## src/common/cdio_pkg.sv

```systemverilog
// Constants and types for the configurable digital I/O port
package cdio_pkg;
  localparam int          CDIO_NUM_PINS     = 7;
  localparam int          CDIO_CLK_MHZ      = 200;
  localparam int          CDIO_MIN_LOW_US   = 30;
  localparam int          CDIO_MIN_LOW_CYC  = CDIO_MIN_LOW_US * CDIO_CLK_MHZ;
  localparam int          CDIO_CNT_W        = 32;
  localparam int          CDIO_DUTY_W       = 32;
  localparam int          CDIO_FLT_W        = 14;
  localparam logic [1:0]  CDIO_MODE_DEFAULT = 2'h0;
  localparam logic [1:0]  CDIO_MODE_INPUT   = 2'h1;
  localparam logic [1:0]  CDIO_MODE_OUTPUT  = 2'h2;
  localparam logic [1:0]  CDIO_OUT_FALSE    = 2'h0;
  localparam logic [1:0]  CDIO_OUT_TRUE     = 2'h1;
  localparam logic [1:0]  CDIO_OUT_PWM      = 2'h2;
  localparam logic        CDIO_FAULT_ZERO   = 1'b0;
  localparam logic        CDIO_FAULT_OFF    = 1'b1;
  typedef enum logic [1:0] {CDIO_PHASE_LOW, CDIO_PHASE_HIGH} cdio_phase_t;
endpackage

```

## src/core/cdio_port.sv

```systemverilog
// Seven-pin configurable digital I/O port core
// Summary of operation
// - Seven pins: default, input or output each
// - Output true drives low, false high
// - Invert flips the driven level
// - PWM from per-pin period and duty
// - Duty sets low fraction of period
// - Input reports sensed level, idle high one
// - Invert flips reported input sense
// - Pulses are active low, counted once low has held 30 us
// - Fault input zeros setpoint or switches off
// - Default mode hands pin to custom function
`timescale 1ns/1ps
`default_nettype none
module cdio_port
  import cdio_pkg::*;
(
  input  wire logic                                 clk_in,
  input  wire logic                                 rst_n_in,
  input  wire logic                                 ce_in,
  input  wire logic [CDIO_NUM_PINS-1:0]             pin_in,
  output logic      [CDIO_NUM_PINS-1:0]             pin_out,
  output logic      [CDIO_NUM_PINS-1:0]             pin_oe_out,
  input  wire logic [2*CDIO_NUM_PINS-1:0]           mode_in,
  input  wire logic [2*CDIO_NUM_PINS-1:0]           out_sel_in,
  input  wire logic [CDIO_NUM_PINS-1:0]             invert_in,
  input  wire logic [CDIO_NUM_PINS*CDIO_CNT_W-1:0]  pwm_period_in,
  input  wire logic [CDIO_NUM_PINS*CDIO_DUTY_W-1:0] pwm_low_in,
  input  wire logic [CDIO_NUM_PINS-1:0]             custom_drive_in,
  input  wire logic [CDIO_NUM_PINS-1:0]             custom_oe_in,
  input  wire logic [CDIO_NUM_PINS-1:0]             fault_en_in,
  input  wire logic                                 fault_action_in,
  output logic      [CDIO_NUM_PINS-1:0]             input_value_out,
  output logic      [CDIO_NUM_PINS-1:0]             pulse_out,
  output logic      [CDIO_NUM_PINS-1:0]             custom_level_out,
  output logic                                      setpoint_zero_out,
  output logic                                      output_off_out
);
  logic                     rst_s1;
  logic                     rst_n;
  logic [CDIO_NUM_PINS-1:0] sync1;
  logic [CDIO_NUM_PINS-1:0] sync2;
  logic [CDIO_NUM_PINS-1:0] sync3;
  logic [CDIO_NUM_PINS-1:0] pwm_act;
  logic [CDIO_NUM_PINS-1:0] pulse_det;

  // Reset released through two flops to avoid metastable release
  always_ff @(posedge clk_in or negedge rst_n_in)
  begin
    if (!rst_n_in)
    begin
      rst_s1 <= 1'b0;
      rst_n  <= 1'b0;
    end
    else
    begin
      rst_s1 <= 1'b1;
      rst_n  <= rst_s1;
    end
  end

  // Pins are asynchronous; idle reset value is high like an open pin
  always_ff @(posedge clk_in or negedge rst_n)
  begin
    if (!rst_n)
    begin
      sync1 <= '1;
      sync2 <= '1;
      sync3 <= '1;
    end
    else if (ce_in)
    begin
      sync1 <= pin_in;
      sync2 <= sync1;
      sync3 <= sync2;
    end
  end

  genvar g;
  generate
    for (g = 0; g < CDIO_NUM_PINS; g++)
    begin : gen_pin
      logic [1:0]            mode;
      logic [1:0]            osel;
      logic [CDIO_FLT_W-1:0] low_cnt;
      logic                  logical;
      assign mode = mode_in[2*g +: 2];
      assign osel = out_sel_in[2*g +: 2];

      cdio_pwm u_pwm (
        .clk_in     (clk_in),
        .rst_n_in   (rst_n),
        .ce_in      (ce_in),
        .run_in     (mode == CDIO_MODE_OUTPUT && osel == CDIO_OUT_PWM),
        .period_in  (pwm_period_in[g*CDIO_CNT_W +: CDIO_CNT_W]),
        .low_cyc_in (pwm_low_in[g*CDIO_DUTY_W +: CDIO_DUTY_W]),
        .active_out (pwm_act[g])
      );

      always_comb
      begin
        unique case (osel)
          CDIO_OUT_TRUE:  logical = 1'b1;
          CDIO_OUT_PWM:   logical = pwm_act[g];
          default:        logical = 1'b0;
        endcase
      end

      // Logical true means low on the wire; invert swaps that
      always_ff @(posedge clk_in or negedge rst_n)
      begin
        if (!rst_n)
        begin
          pin_out[g]    <= 1'b1;
          pin_oe_out[g] <= 1'b0;
        end
        else if (ce_in)
        begin
          unique case (mode)
            CDIO_MODE_OUTPUT:
            begin
              pin_out[g]    <= ~logical ^ invert_in[g];
              pin_oe_out[g] <= 1'b1;
            end
            CDIO_MODE_DEFAULT:
            begin
              pin_out[g]    <= custom_drive_in[g] ^ invert_in[g];
              pin_oe_out[g] <= custom_oe_in[g];
            end
            default:
            begin
              pin_out[g]    <= 1'b1;
              pin_oe_out[g] <= 1'b0;
            end
          endcase
        end
      end

      always_ff @(posedge clk_in or negedge rst_n)
      begin
        if (!rst_n)
        begin
          input_value_out[g]  <= 1'b1;
          custom_level_out[g] <= 1'b1;
        end
        else if (ce_in)
        begin
          if (mode == CDIO_MODE_INPUT)
            input_value_out[g] <= sync2[g] ^ invert_in[g];
          custom_level_out[g] <= sync2[g] ^ invert_in[g];
        end
      end

      // A pulse counts after the low level has stood the least low time
      always_ff @(posedge clk_in or negedge rst_n)
      begin
        if (!rst_n)
        begin
          low_cnt      <= '0;
          pulse_det[g] <= 1'b0;
        end
        else if (ce_in)
        begin
          pulse_det[g] <= 1'b0;
          if ((sync2[g] ^ invert_in[g]) == 1'b1)
            low_cnt <= '0;
          else if (low_cnt != CDIO_FLT_W'(CDIO_MIN_LOW_CYC))
          begin
            low_cnt <= low_cnt + 14'h1;
            if (low_cnt == CDIO_FLT_W'(CDIO_MIN_LOW_CYC - 1))
              pulse_det[g] <= 1'b1;
          end
        end
      end
    end
  endgenerate

  always_ff @(posedge clk_in or negedge rst_n)
  begin
    if (!rst_n)
      pulse_out <= '0;
    else if (ce_in)
      pulse_out <= pulse_det;
  end

  // Fault latches until reset; clearing protection is the host's job
  always_ff @(posedge clk_in or negedge rst_n)
  begin
    if (!rst_n)
    begin
      setpoint_zero_out <= 1'b0;
      output_off_out    <= 1'b0;
    end
    else if (ce_in && |(pulse_det & fault_en_in))
    begin
      if (fault_action_in == CDIO_FAULT_OFF)
        output_off_out <= 1'b1;
      else
        setpoint_zero_out <= 1'b1;
    end
  end

  out_level_a: assert property (@(posedge clk_in) disable iff (!rst_n)
    (ce_in && mode_in[1:0] == CDIO_MODE_OUTPUT && out_sel_in[1:0] == CDIO_OUT_TRUE)
    |=> (pin_out[0] == invert_in[0] || $changed(invert_in[0])))
    else $error("true output level wrong");
  out_oe_a: assert property (@(posedge clk_in) disable iff (!rst_n)
    (ce_in && mode_in[1:0] == CDIO_MODE_OUTPUT) |=> pin_oe_out[0])
    else $error("output pin not driven");
  in_oe_a: assert property (@(posedge clk_in) disable iff (!rst_n)
    (ce_in && mode_in[1:0] == CDIO_MODE_INPUT) |=> !pin_oe_out[0])
    else $error("input pin driven");
  // Invert may change on the next cycle, so compare with the sampled pair
  in_value_a: assert property (@(posedge clk_in) disable iff (!rst_n)
    (ce_in && mode_in[1:0] == CDIO_MODE_INPUT)
    |=> input_value_out[0] == $past(sync2[0] ^ invert_in[0]))
    else $error("input value wrong");
  sync_delay_a: assert property (@(posedge clk_in) disable iff (!rst_n)
    ce_in |=> sync2 == $past(sync1))
    else $error("sync chain broken");
  pulse_len_a: assert property (@(posedge clk_in) disable iff (!rst_n)
    $rose(pulse_det[0]) |-> $past(sync3[0] ^ invert_in[0]) == 1'b0)
    else $error("pulse on high level");
  fault_off_a: assert property (@(posedge clk_in) disable iff (!rst_n)
    (ce_in && |(pulse_det & fault_en_in) && fault_action_in == CDIO_FAULT_OFF)
    |=> output_off_out)
    else $error("fault did not switch off");
  fault_zero_a: assert property (@(posedge clk_in) disable iff (!rst_n)
    (ce_in && |(pulse_det & fault_en_in) && fault_action_in == CDIO_FAULT_ZERO)
    |=> setpoint_zero_out)
    else $error("fault did not zero setpoint");
  // A low clock enable legally holds the pulse, so only check running cycles
  pulse_one_a: assert property (@(posedge clk_in) disable iff (!rst_n)
    (pulse_out[0] && ce_in) |=> !pulse_out[0])
    else $error("pulse longer than one cycle");
endmodule
`default_nettype wire

```

## src/core/cdio_pwm.sv

```systemverilog
// PWM generator for one pin: low for the duty count, high for the rest
`timescale 1ns/1ps
`default_nettype none
module cdio_pwm
  import cdio_pkg::*;
(
  input  wire logic                   clk_in,
  input  wire logic                   rst_n_in,
  input  wire logic                   ce_in,
  input  wire logic                   run_in,
  input  wire logic [CDIO_CNT_W-1:0]  period_in,
  input  wire logic [CDIO_DUTY_W-1:0] low_cyc_in,
  output var  logic                   active_out
);
  logic [CDIO_CNT_W-1:0] count;
  always_ff @(posedge clk_in or negedge rst_n_in)
  begin
    if (!rst_n_in)
      count <= '0;
    else if (ce_in)
    begin
      if (!run_in || count + 32'h1 >= period_in)
        count <= '0;
      else
        count <= count + 32'h1;
    end
  end
  // Logical true (drive low) for the first low_cyc cycles of each period
  always_ff @(posedge clk_in or negedge rst_n_in)
  begin
    if (!rst_n_in)
      active_out <= 1'b0;
    else if (ce_in)
      active_out <= run_in && (count < low_cyc_in);
  end
  pwm_low_len_a: assert property (@(posedge clk_in) disable iff (!rst_n_in)
    (ce_in && run_in && $past(run_in) && count < low_cyc_in) |=> active_out)
    else $error("pwm active phase wrong");
endmodule
`default_nettype wire

```

## config.mk

```make
export PLATFORM = sky130hd
export DESIGN_NAME = cdio_port
export DESIGN_NICKNAME = d
export VERILOG_FILES = /design/src/common/cdio_pkg.sv /design/src/core/cdio_port.sv /design/src/core/cdio_pwm.sv
export SDC_FILE = /design/constraint.sdc
export NUM_CORES = 1
export LEC_CHECK = 0
export BUFFER_PORTS_ARGS = -buffer_cell sky130_fd_sc_hd__buf_4
export CAP_MARGIN = 40
export CORE_MARGIN = 8
export CORE_UTILIZATION = 54
export CTS_BUF_LIST = sky130_fd_sc_hd__clkbuf_4 sky130_fd_sc_hd__clkbuf_8
export CTS_CLUSTER_DIAMETER = 50
export DETAILED_ROUTE_END_ITERATION = 8
export PLACE_DENSITY = 0.85
export SLEW_MARGIN = 20
export SYNTH_ARGS = -nofsm -noshare
export SYNTH_HDL_FRONTEND = slang
export SYNTH_SLANG_ARGS = --single-unit
```

## constraint.sdc

```tcl
create_clock -name clk_in -period 12.41 [get_ports clk_in]
set_input_delay 3.723 -clock clk_in [delete_from_list [all_inputs] [get_ports clk_in]]
set_output_delay 3.723 -clock clk_in [all_outputs]
set_load 0.01 [all_outputs]
```

==> reports/metrics.csv, run 1 <==
metric;value;unit
outcome;finished, final reports clean;
final_common_cell;inv_1;
viasPerCell;5.71;
tns;0;ns
antenna_found_initial;5;
wire_per_inst;18.2;microns
path_max_fanout;16;
syn_inst;3835;
cts_tree;built;
dp_hpwl;74900;microns
postCtsSetupBuffers;0;
multiInputGateArea;19700;sq um
core_region_area;58900;sq um
power;3.37;mW
arrival;6.45;ns
overflow;0;
clock_latency;0.66;ns
post-route-period-util;0.475;
synth_nets;4826;
synth_top_area_share;0.276;
gp_congestion;0.957;
hp-class;reg2async;
std_cell_rows;89;
switching_share;0.267;
start_kind;primary input;
num_vias;29900;
grt_pass1_vias;30200;
track_usage;0.275;
fin_skew;0.0362;ns
port_buffers;551;
hold_viol;0;
wirelength;95200;microns
synth_edf_count;0;
synthTopCellsByArea;dfrtp_1 (28%), ha_1 (19%), inv_1 (7.0%);
htree_levels;3;
rsz0062_at_grt;no;
peakVddDrop;0.0800;mV
synth_warnings;0;
clock_sinks;389;
area_growth;21.6;%
cp.required;12.96;ns
power.density;86.4;nW/um^2
cts_buffers;76;
clockBufferDepth;3;
p_seq_frac;0.402;
grt_start_max_net_pins;76;
clk_root_buffer_cell;clkbuf_8;
die_x;260;microns
ff_latch_area;9780;sq um
dr.pass1.iters;6;
drv_cap;0;
synthFlopType;dfrtp_1;
syn_area;32100;sq um
drive_above_1_share;0.186;
synth_seq_area_share;0.304;
post_cts_resized;0;
start_util;0.545;
dieHeight;260;microns
synth.distinct_cells;81;
slew_viol_final;0;
internal_power;2.47;mW
min_period;5.89;ns
path_clk_slew;0.06;ns
die_area;67500;sq um
max_slew_margin;0.448;
io_pins;552;
ant_nets;0;
power.clock.fraction;0.456;
leakage;20.8;nW
fillerInstances;4832;
dr.first_iter.drc_count;2087;
nNetsFinal;5395;
worstMarginPinSlew;0.821;ns
hold_buffers;0;
ys_async_sr_fraction;1.00;
synth_area_leader_cell;dfrtp_1;
grt_pass1_wl;153000;microns
p_switching;901;uW
synth_seq_cells;389;
power_frac_comb;0.142;
worstSetupEndpointType;register;
drc_errors;0;
fmaxAchievable;170;MHz
crit_type;in2reg;
setup_violations;0;
mostFrequentLayoutCells;inv_1 (599), buf_4 (567), ha_1 (476);
avgSynthCellArea;8.37;sq um
[synthesized netlist by cell type (24+ instances only)]
cell	number
nor2_1	240
nor3_1	71
inv_1	600
nand2_1	274
a211oi_1	30
or3_1	39
a21o_1	88
a22o_1	63
a21oi_1	213
xor2_1	89
nand2b_1	90
dfstp_2	35
nand3_1	148
and4_1	24
nand4_1	109
and3_1	58
ha_1	476
xnor2_1	169
dfrtp_1	354
o21ai_0	242
clkbuf_1	71
[registers in the layout, summed over array words and instances (netlist names)]
| signal | count |
|---|---|
| custom_level_out | 7 |
| gen_pin.low_cnt | 98 |
| gen_pin.u_pwm.active_out | 7 |
| gen_pin.u_pwm.count | 224 |
| input_value_out | 7 |
| output_off_out | 1 |
| pin_oe_out | 7 |
| pin_out | 7 |
| pulse_det | 7 |
| pulse_out | 7 |
| rst_n | 1 |
| rst_s1 | 1 |
| setpoint_zero_out | 1 |
| sync1 | 7 |
| sync2 | 7 |
[area by class of cell]
| type | count | area share |
|---|---|---|
| antenna | 4 | 0.000256 |
| clock buffer | 116 | 0.0383 |
| clock inverter | 25 | 0.00871 |
| inverter | 600 | 0.0578 |
| multi-input combinational | 2758 | 0.505 |
| sequential | 389 | 0.250 |
| tap | 773 | 0.0248 |
| timing repair buffer | 579 | 0.115 |
[worst max-delay path: stages]
cell      delay [ns]
buf_4           0.10
inv_1           0.04
ha_1            0.32
a21oi_1         0.19
nand2_1         0.08
a211oi_1        0.25
and3_1          0.46
a21boi_1        0.67
buf_4           0.35
a21oi_1         0.09
o21ai_0         0.17
[cell families after synthesis]
logic type,after synthesis,synth area share
AND/OR/NAND/NOR,1200,0.192
AO/OA/AOI/OAI,792,0.156
buffers and inverters,688,0.0810
adder cells (fa/ha/maj),476,0.185
flip-flops,389,0.304
XOR/XNOR,258,0.0704
multiplexers,31,0.0106
other,1,0.000117
[per-layer routing]
metal | global-route usage | up-vias | part of all wire
met5 | 0 | - | 0.00048
met4 | 0.126 | 6 | 0.047
met3 | 0.0617 | 270 | 0.078
met2 | 0.454 | 1146 | 0.46
met1 | 0.339 | 14100 | 0.41
li1 | - | 14400 | -
[power groups by stage]
stage | clock [mW] | sequential, mW | combinational, mW
4_1_cts | 1.57 | 1.36 | 0.474
5_1_grt | 1.62 | 1.36 | 0.534
6_report | 1.54 | 1.36 | 0.479
3_5_place_dp | 0 | 1.38 | 0.471
3_3_place_gp | 0 | 1.38 | 0.452
2_1_floorplan | 0 | 1.39 | 0.202
[worst paths after layout]
path,depth (start not counted),slack [ns],from,to
setup / recovery,11,6.52,pwm_period_in[222],gen_pin[6].u_pwm.count[28]$_DFFE_PN0P_
hold / removal,0,0.11,rst_n$_DFF_PN0_,setpoint_zero_out$_DFFE_PN0P_
setup reg to reg,15,7.47,gen_pin[6].u_pwm.count[3]$_DFFE_PN0P_,gen_pin[6].u_pwm.count[28]$_DFFE_PN0P_
hold reg to reg,0,0.11,rst_n$_DFF_PN0_,setpoint_zero_out$_DFFE_PN0P_
max in group asynchronous,1,9.48,rst_n_in,rst_n$_DFF_PN0_
min in group clk_in,0,0.36,rst_s1$_DFF_PN0_,rst_n$_DFF_PN0_
[stage by stage]
step	std cells	instance area (sq um)	utilization	hold WS, ns	setup WS (ns)
after floorplan	3835	32100	-	0.331	0.827
after global placement	5084	37000	0.628	0.337	5.77
after detailed placement	5094	37100	0.630	0.343	5.82
after CTS	5235	39000	0.661	0.361	6.56
after global routing	5241	39100	0.663	0.120	6.39
final	5244	39100	0.663	0.113	6.52
Note: power is estimated with default switching activity, not from simulation.
==> run 2, diff against run 1 <==
--- a/config.mk
+++ b/config.mk
@@ -5,10 +5,11 @@
 export SDC_FILE = /design/constraint.sdc
 export NUM_CORES = 1
 export LEC_CHECK = 0
+export ABC_AREA = 1
 export BUFFER_PORTS_ARGS = -buffer_cell sky130_fd_sc_hd__buf_4
 export CAP_MARGIN = 40
 export CORE_MARGIN = 8
-export CORE_UTILIZATION = 54
+export CORE_UTILIZATION = 57
 export CTS_BUF_LIST = sky130_fd_sc_hd__clkbuf_4 sky130_fd_sc_hd__clkbuf_8
 export CTS_CLUSTER_DIAMETER = 50
 export DETAILED_ROUTE_END_ITERATION = 8
==> constraint.sdc (replaced) <==
create_clock -name clk_in -period 5.5 [get_ports clk_in]
set_input_delay 1.65 -clock clk_in [delete_from_list [all_inputs] [get_ports clk_in]]
set_output_delay 1.65 -clock clk_in [all_outputs]
set_load 0.01 [all_outputs]
==> reports/metrics.csv, run 2 <==
metric;value;unit;change
track_usage;0.310;;was 0.275
place_inst;6439;;was 5094
crit_type;reg2reg;;was in2reg
cpMaxStageDelayCell;nand2_1;;was a21boi_1
port_buffers;551;;unchanged
slowest_delay;0.66;ns;was 0.67 ns
dieHeight;265;microns;was 260 microns
cts_tree;built;;unchanged
hold_buffers;0;;unchanged
synthSimpleGateAreaFrac;0.286;;was 0.192
antenna_found_initial;7;;was 5
hold_ws;0.362;ns;was 0.113 ns
dr.first_iter.drc_count;2836;;was 2087
path_max_fanout;22;;was 16
setup_violations;0;;unchanged
wirelength;112000;microns;was 95200 microns
drc_errors;0;;unchanged
synth_xor_area_frac;0.0465;;was 0.0704
largest_register;gen_pin.u_pwm.count;;unchanged
drv_cap;0;;unchanged
path_cells;nand3_1, inv_1, nand2_1, nor2_1, nand2_1, nor2_1, xor2_1, inv_1, ha_1, a21oi_1, o21ai_0, nand2_1, a21oi_1, nor2_1, nand2_1, o21ai_0;;was buf_4, inv_1, ha_1, a21oi_1, nand2_1, a211oi_1, and3_1, a21boi_1, buf_4, a21oi_1, o21ai_0
viasPerCell;5.49;;was 5.71
synthTopCellsByArea;dfrtp_1 (25%), ha_1 (17%), nand2_1 (14%);;was dfrtp_1 (28%), ha_1 (19%), inv_1 (7.0%)
grt_start_max_net_pins;158;;was 76
min_period;4.06;ns;
num_vias;36200;;was 29900
max_slew_margin;0.323;;was 0.448
synth_seq_cells;389;;unchanged
core_region_area;61600;sq um;was 58900 sq um
grt_pass1_wl;179000;microns;was 153000 microns
syn_area;35400;sq um;was 32100 sq um
power.density;179;nW/um^2;was 86.4 nW/um^2
tns;0;ns;unchanged
clock_latency;0.66;ns;about the same
gp_congestion;0.980;;was 0.957
crit_top_cell;nand2_1;;
std_cell_rows;91;;was 89
outcome;finished, final reports clean;;unchanged
path_buf_inv;2;;was 3
dp_hpwl;89700;microns;was 74900 microns
clock_sinks;389;;unchanged
synth_edf_count;0;;unchanged
mostFrequentLayoutCells;nand2_1 (1317), inv_1 (1005), buf_4 (564);;was inv_1 (599), buf_4 (567), ha_1 (476)
synth_top_area_share;0.250;;was 0.276
clockBufferDepth;3;;unchanged
rsz0062_at_grt;no;;unchanged
dp_slack;1.07;ns;was 5.82 ns
start_util;0.575;;was 0.545
crit_family;simple AND/OR/NAND/NOR gates;;was compound AO/OA/AOI/OAI gates
worstMarginPinSlew;1.02;ns;was 0.821 ns
area_growth;18.9;%;was 21.6%
muxShareOfSynthArea;0.00268;;was 0.0106
synth-compound-area-share;0.102;;was 0.156
post_cts_resized;0;;unchanged
nNetsFinal;6673;;was 5395
synth_warnings;0;;unchanged
final_common_cell;nand2_1;;was inv_1
syn_inst;5109;;was 3835
cp.required;6.04;ns;was 12.96 ns
arrival;4.59;ns;was 6.45 ns
fmaxAchievable;247;MHz;
fin_skew;0.0328;ns;was 0.0362 ns
stdcell_count;6586;;was 5244
hold_viol;0;;unchanged
synth_nets;6100;;was 4826
path_clk_slew;0.06;ns;about the same
synth.most_common_cell;nand2_1;;was inv_1
wire_per_inst;17.1;microns;was 18.2 microns
io_pins;552;;unchanged
hp-class;reg2async;;unchanged
clk_root_buffer_cell;clkbuf_8;;unchanged
grt_pass1_vias;35400;;was 30200
start_kind;register;;was primary input
ys_top_cells_by_count;nand2_1 (1317), inv_1 (1005), ha_1 (476);;was inv_1 (600), ha_1 (476), dfrtp_1 (354)
ant_nets;0;;unchanged
setup_ws;1.44;ns;was 6.52 ns
die_area;70400;sq um;was 67500 sq um
synth_top_family_by_area;simple AND/OR/NAND/NOR gates;;unchanged
worstSetupEndpointType;register;;unchanged
synthFlopType;dfrtp_1;;unchanged
drive_above_1_share;0.153;;was 0.186
ys_async_sr_fraction;1.00;;unchanged
peakVddDrop;0.175;mV;was 0.0800 mV
synth_area_leader_cell;dfrtp_1;;unchanged
largest_reg_flops;224;;unchanged
synth.distinct_cells;54;;was 81
leakage;23.8;nW;was 20.8 nW
htree_levels;3;;unchanged
synthAdderAreaFrac;0.168;;was 0.185
cts_buffers;76;;unchanged
slew_viol_final;0;;unchanged
dr.pass1.iters;6;;unchanged
reg.largest.list;gen_pin.u_pwm.count (224), gen_pin.low_cnt (98);;unchanged
die_x;265;microns;was 260 microns
post-route-period-util;0.737;;
overflow;0;;unchanged
postCtsSetupBuffers;0;;unchanged
synth_seq_area_share;0.276;;was 0.304
avgSynthCellArea;6.94;sq um;was 8.37 sq um
## run 2: report_power, final
part           internal [mW]  switching [mW]
combinational          0.504           0.673
sequential              2.98          0.0826
clock                   1.90            1.42
## run 2: kinds of logic (layout without fill, tap and decap cells)
| group | Yosys count | count (layout) |
|---|---|---|
| muxes | 7 | 7 |
| other | 1 | 8 |
| AOI/OAI and AO/OA | 654 | 654 |
| DFF | 389 | 389 |
| buffers and inverters | 1084 | 1717 |
| adders and majority gates | 476 | 476 |
| and+or+nand+nor | 2314 | 2314 |
| xor gates and xnor gates | 184 | 184 |
## run 2: worst paths after layout
path / slack, ns / start / to / cells after the start
min reg2reg: 0.36 / rst_n$_DFF_PN0_ / gen_pin[0].u_pwm.count[23]$_DFFE_PN0P_ / 0
max in group asynchronous: 3.68 / rst_n$_DFF_PN0_ / gen_pin[5].u_pwm.count[18]$_DFFE_PN0P_ / 1
max reg2reg: 1.44 / gen_pin[6].u_pwm.count[2]$_DFFE_PN0P_ / gen_pin[6].u_pwm.count[27]$_DFFE_PN0P_ / 16
max: 1.44 / gen_pin[6].u_pwm.count[2]$_DFFE_PN0P_ / gen_pin[6].u_pwm.count[27]$_DFFE_PN0P_ / 16
min in group clk_in: 0.36 / rst_s1$_DFF_PN0_ / rst_n$_DFF_PN0_ / 0
min: 0.36 / rst_n$_DFF_PN0_ / gen_pin[0].u_pwm.count[23]$_DFFE_PN0P_ / 0
## run 2: area by class of cell
| type | count | area, sq um |
|---|---|---|
| Multi-Input combinational cell | 3636 | 21500 |
| Fill cell | 5276 | 19500 |
| Sequential cell | 389 | 9780 |
| Timing Repair Buffer | 567 | 4290 |
| Inverter | 1012 | 3810 |
| Clock buffer | 110 | 1410 |
| Tap cell | 837 | 1050 |
| Clock inverter | 28 | 307 |
| Antenna cell | 7 | 17.5 |
## run 2: routing by layer
metal	vias to the layer above	track usage	share of wire
met3	326	0.0639	0.088
li1	17600	-	-
met4	4	0.144	0.047
met1	16700	0.377	0.40
met2	1575	0.526	0.47
met5	-	0	0.00024
## run 2: per-stage QoR
step	total power, mW	area [sq um]	util
2_1_floorplan	3.69	35400	-
3_3_place_gp	4.25	40400	0.655
3_5_place_dp	4.28	40400	0.655
4_1_cts	7.61	42100	0.683
5_1_grt	7.89	42100	0.684
6_report	7.56	42100	0.684
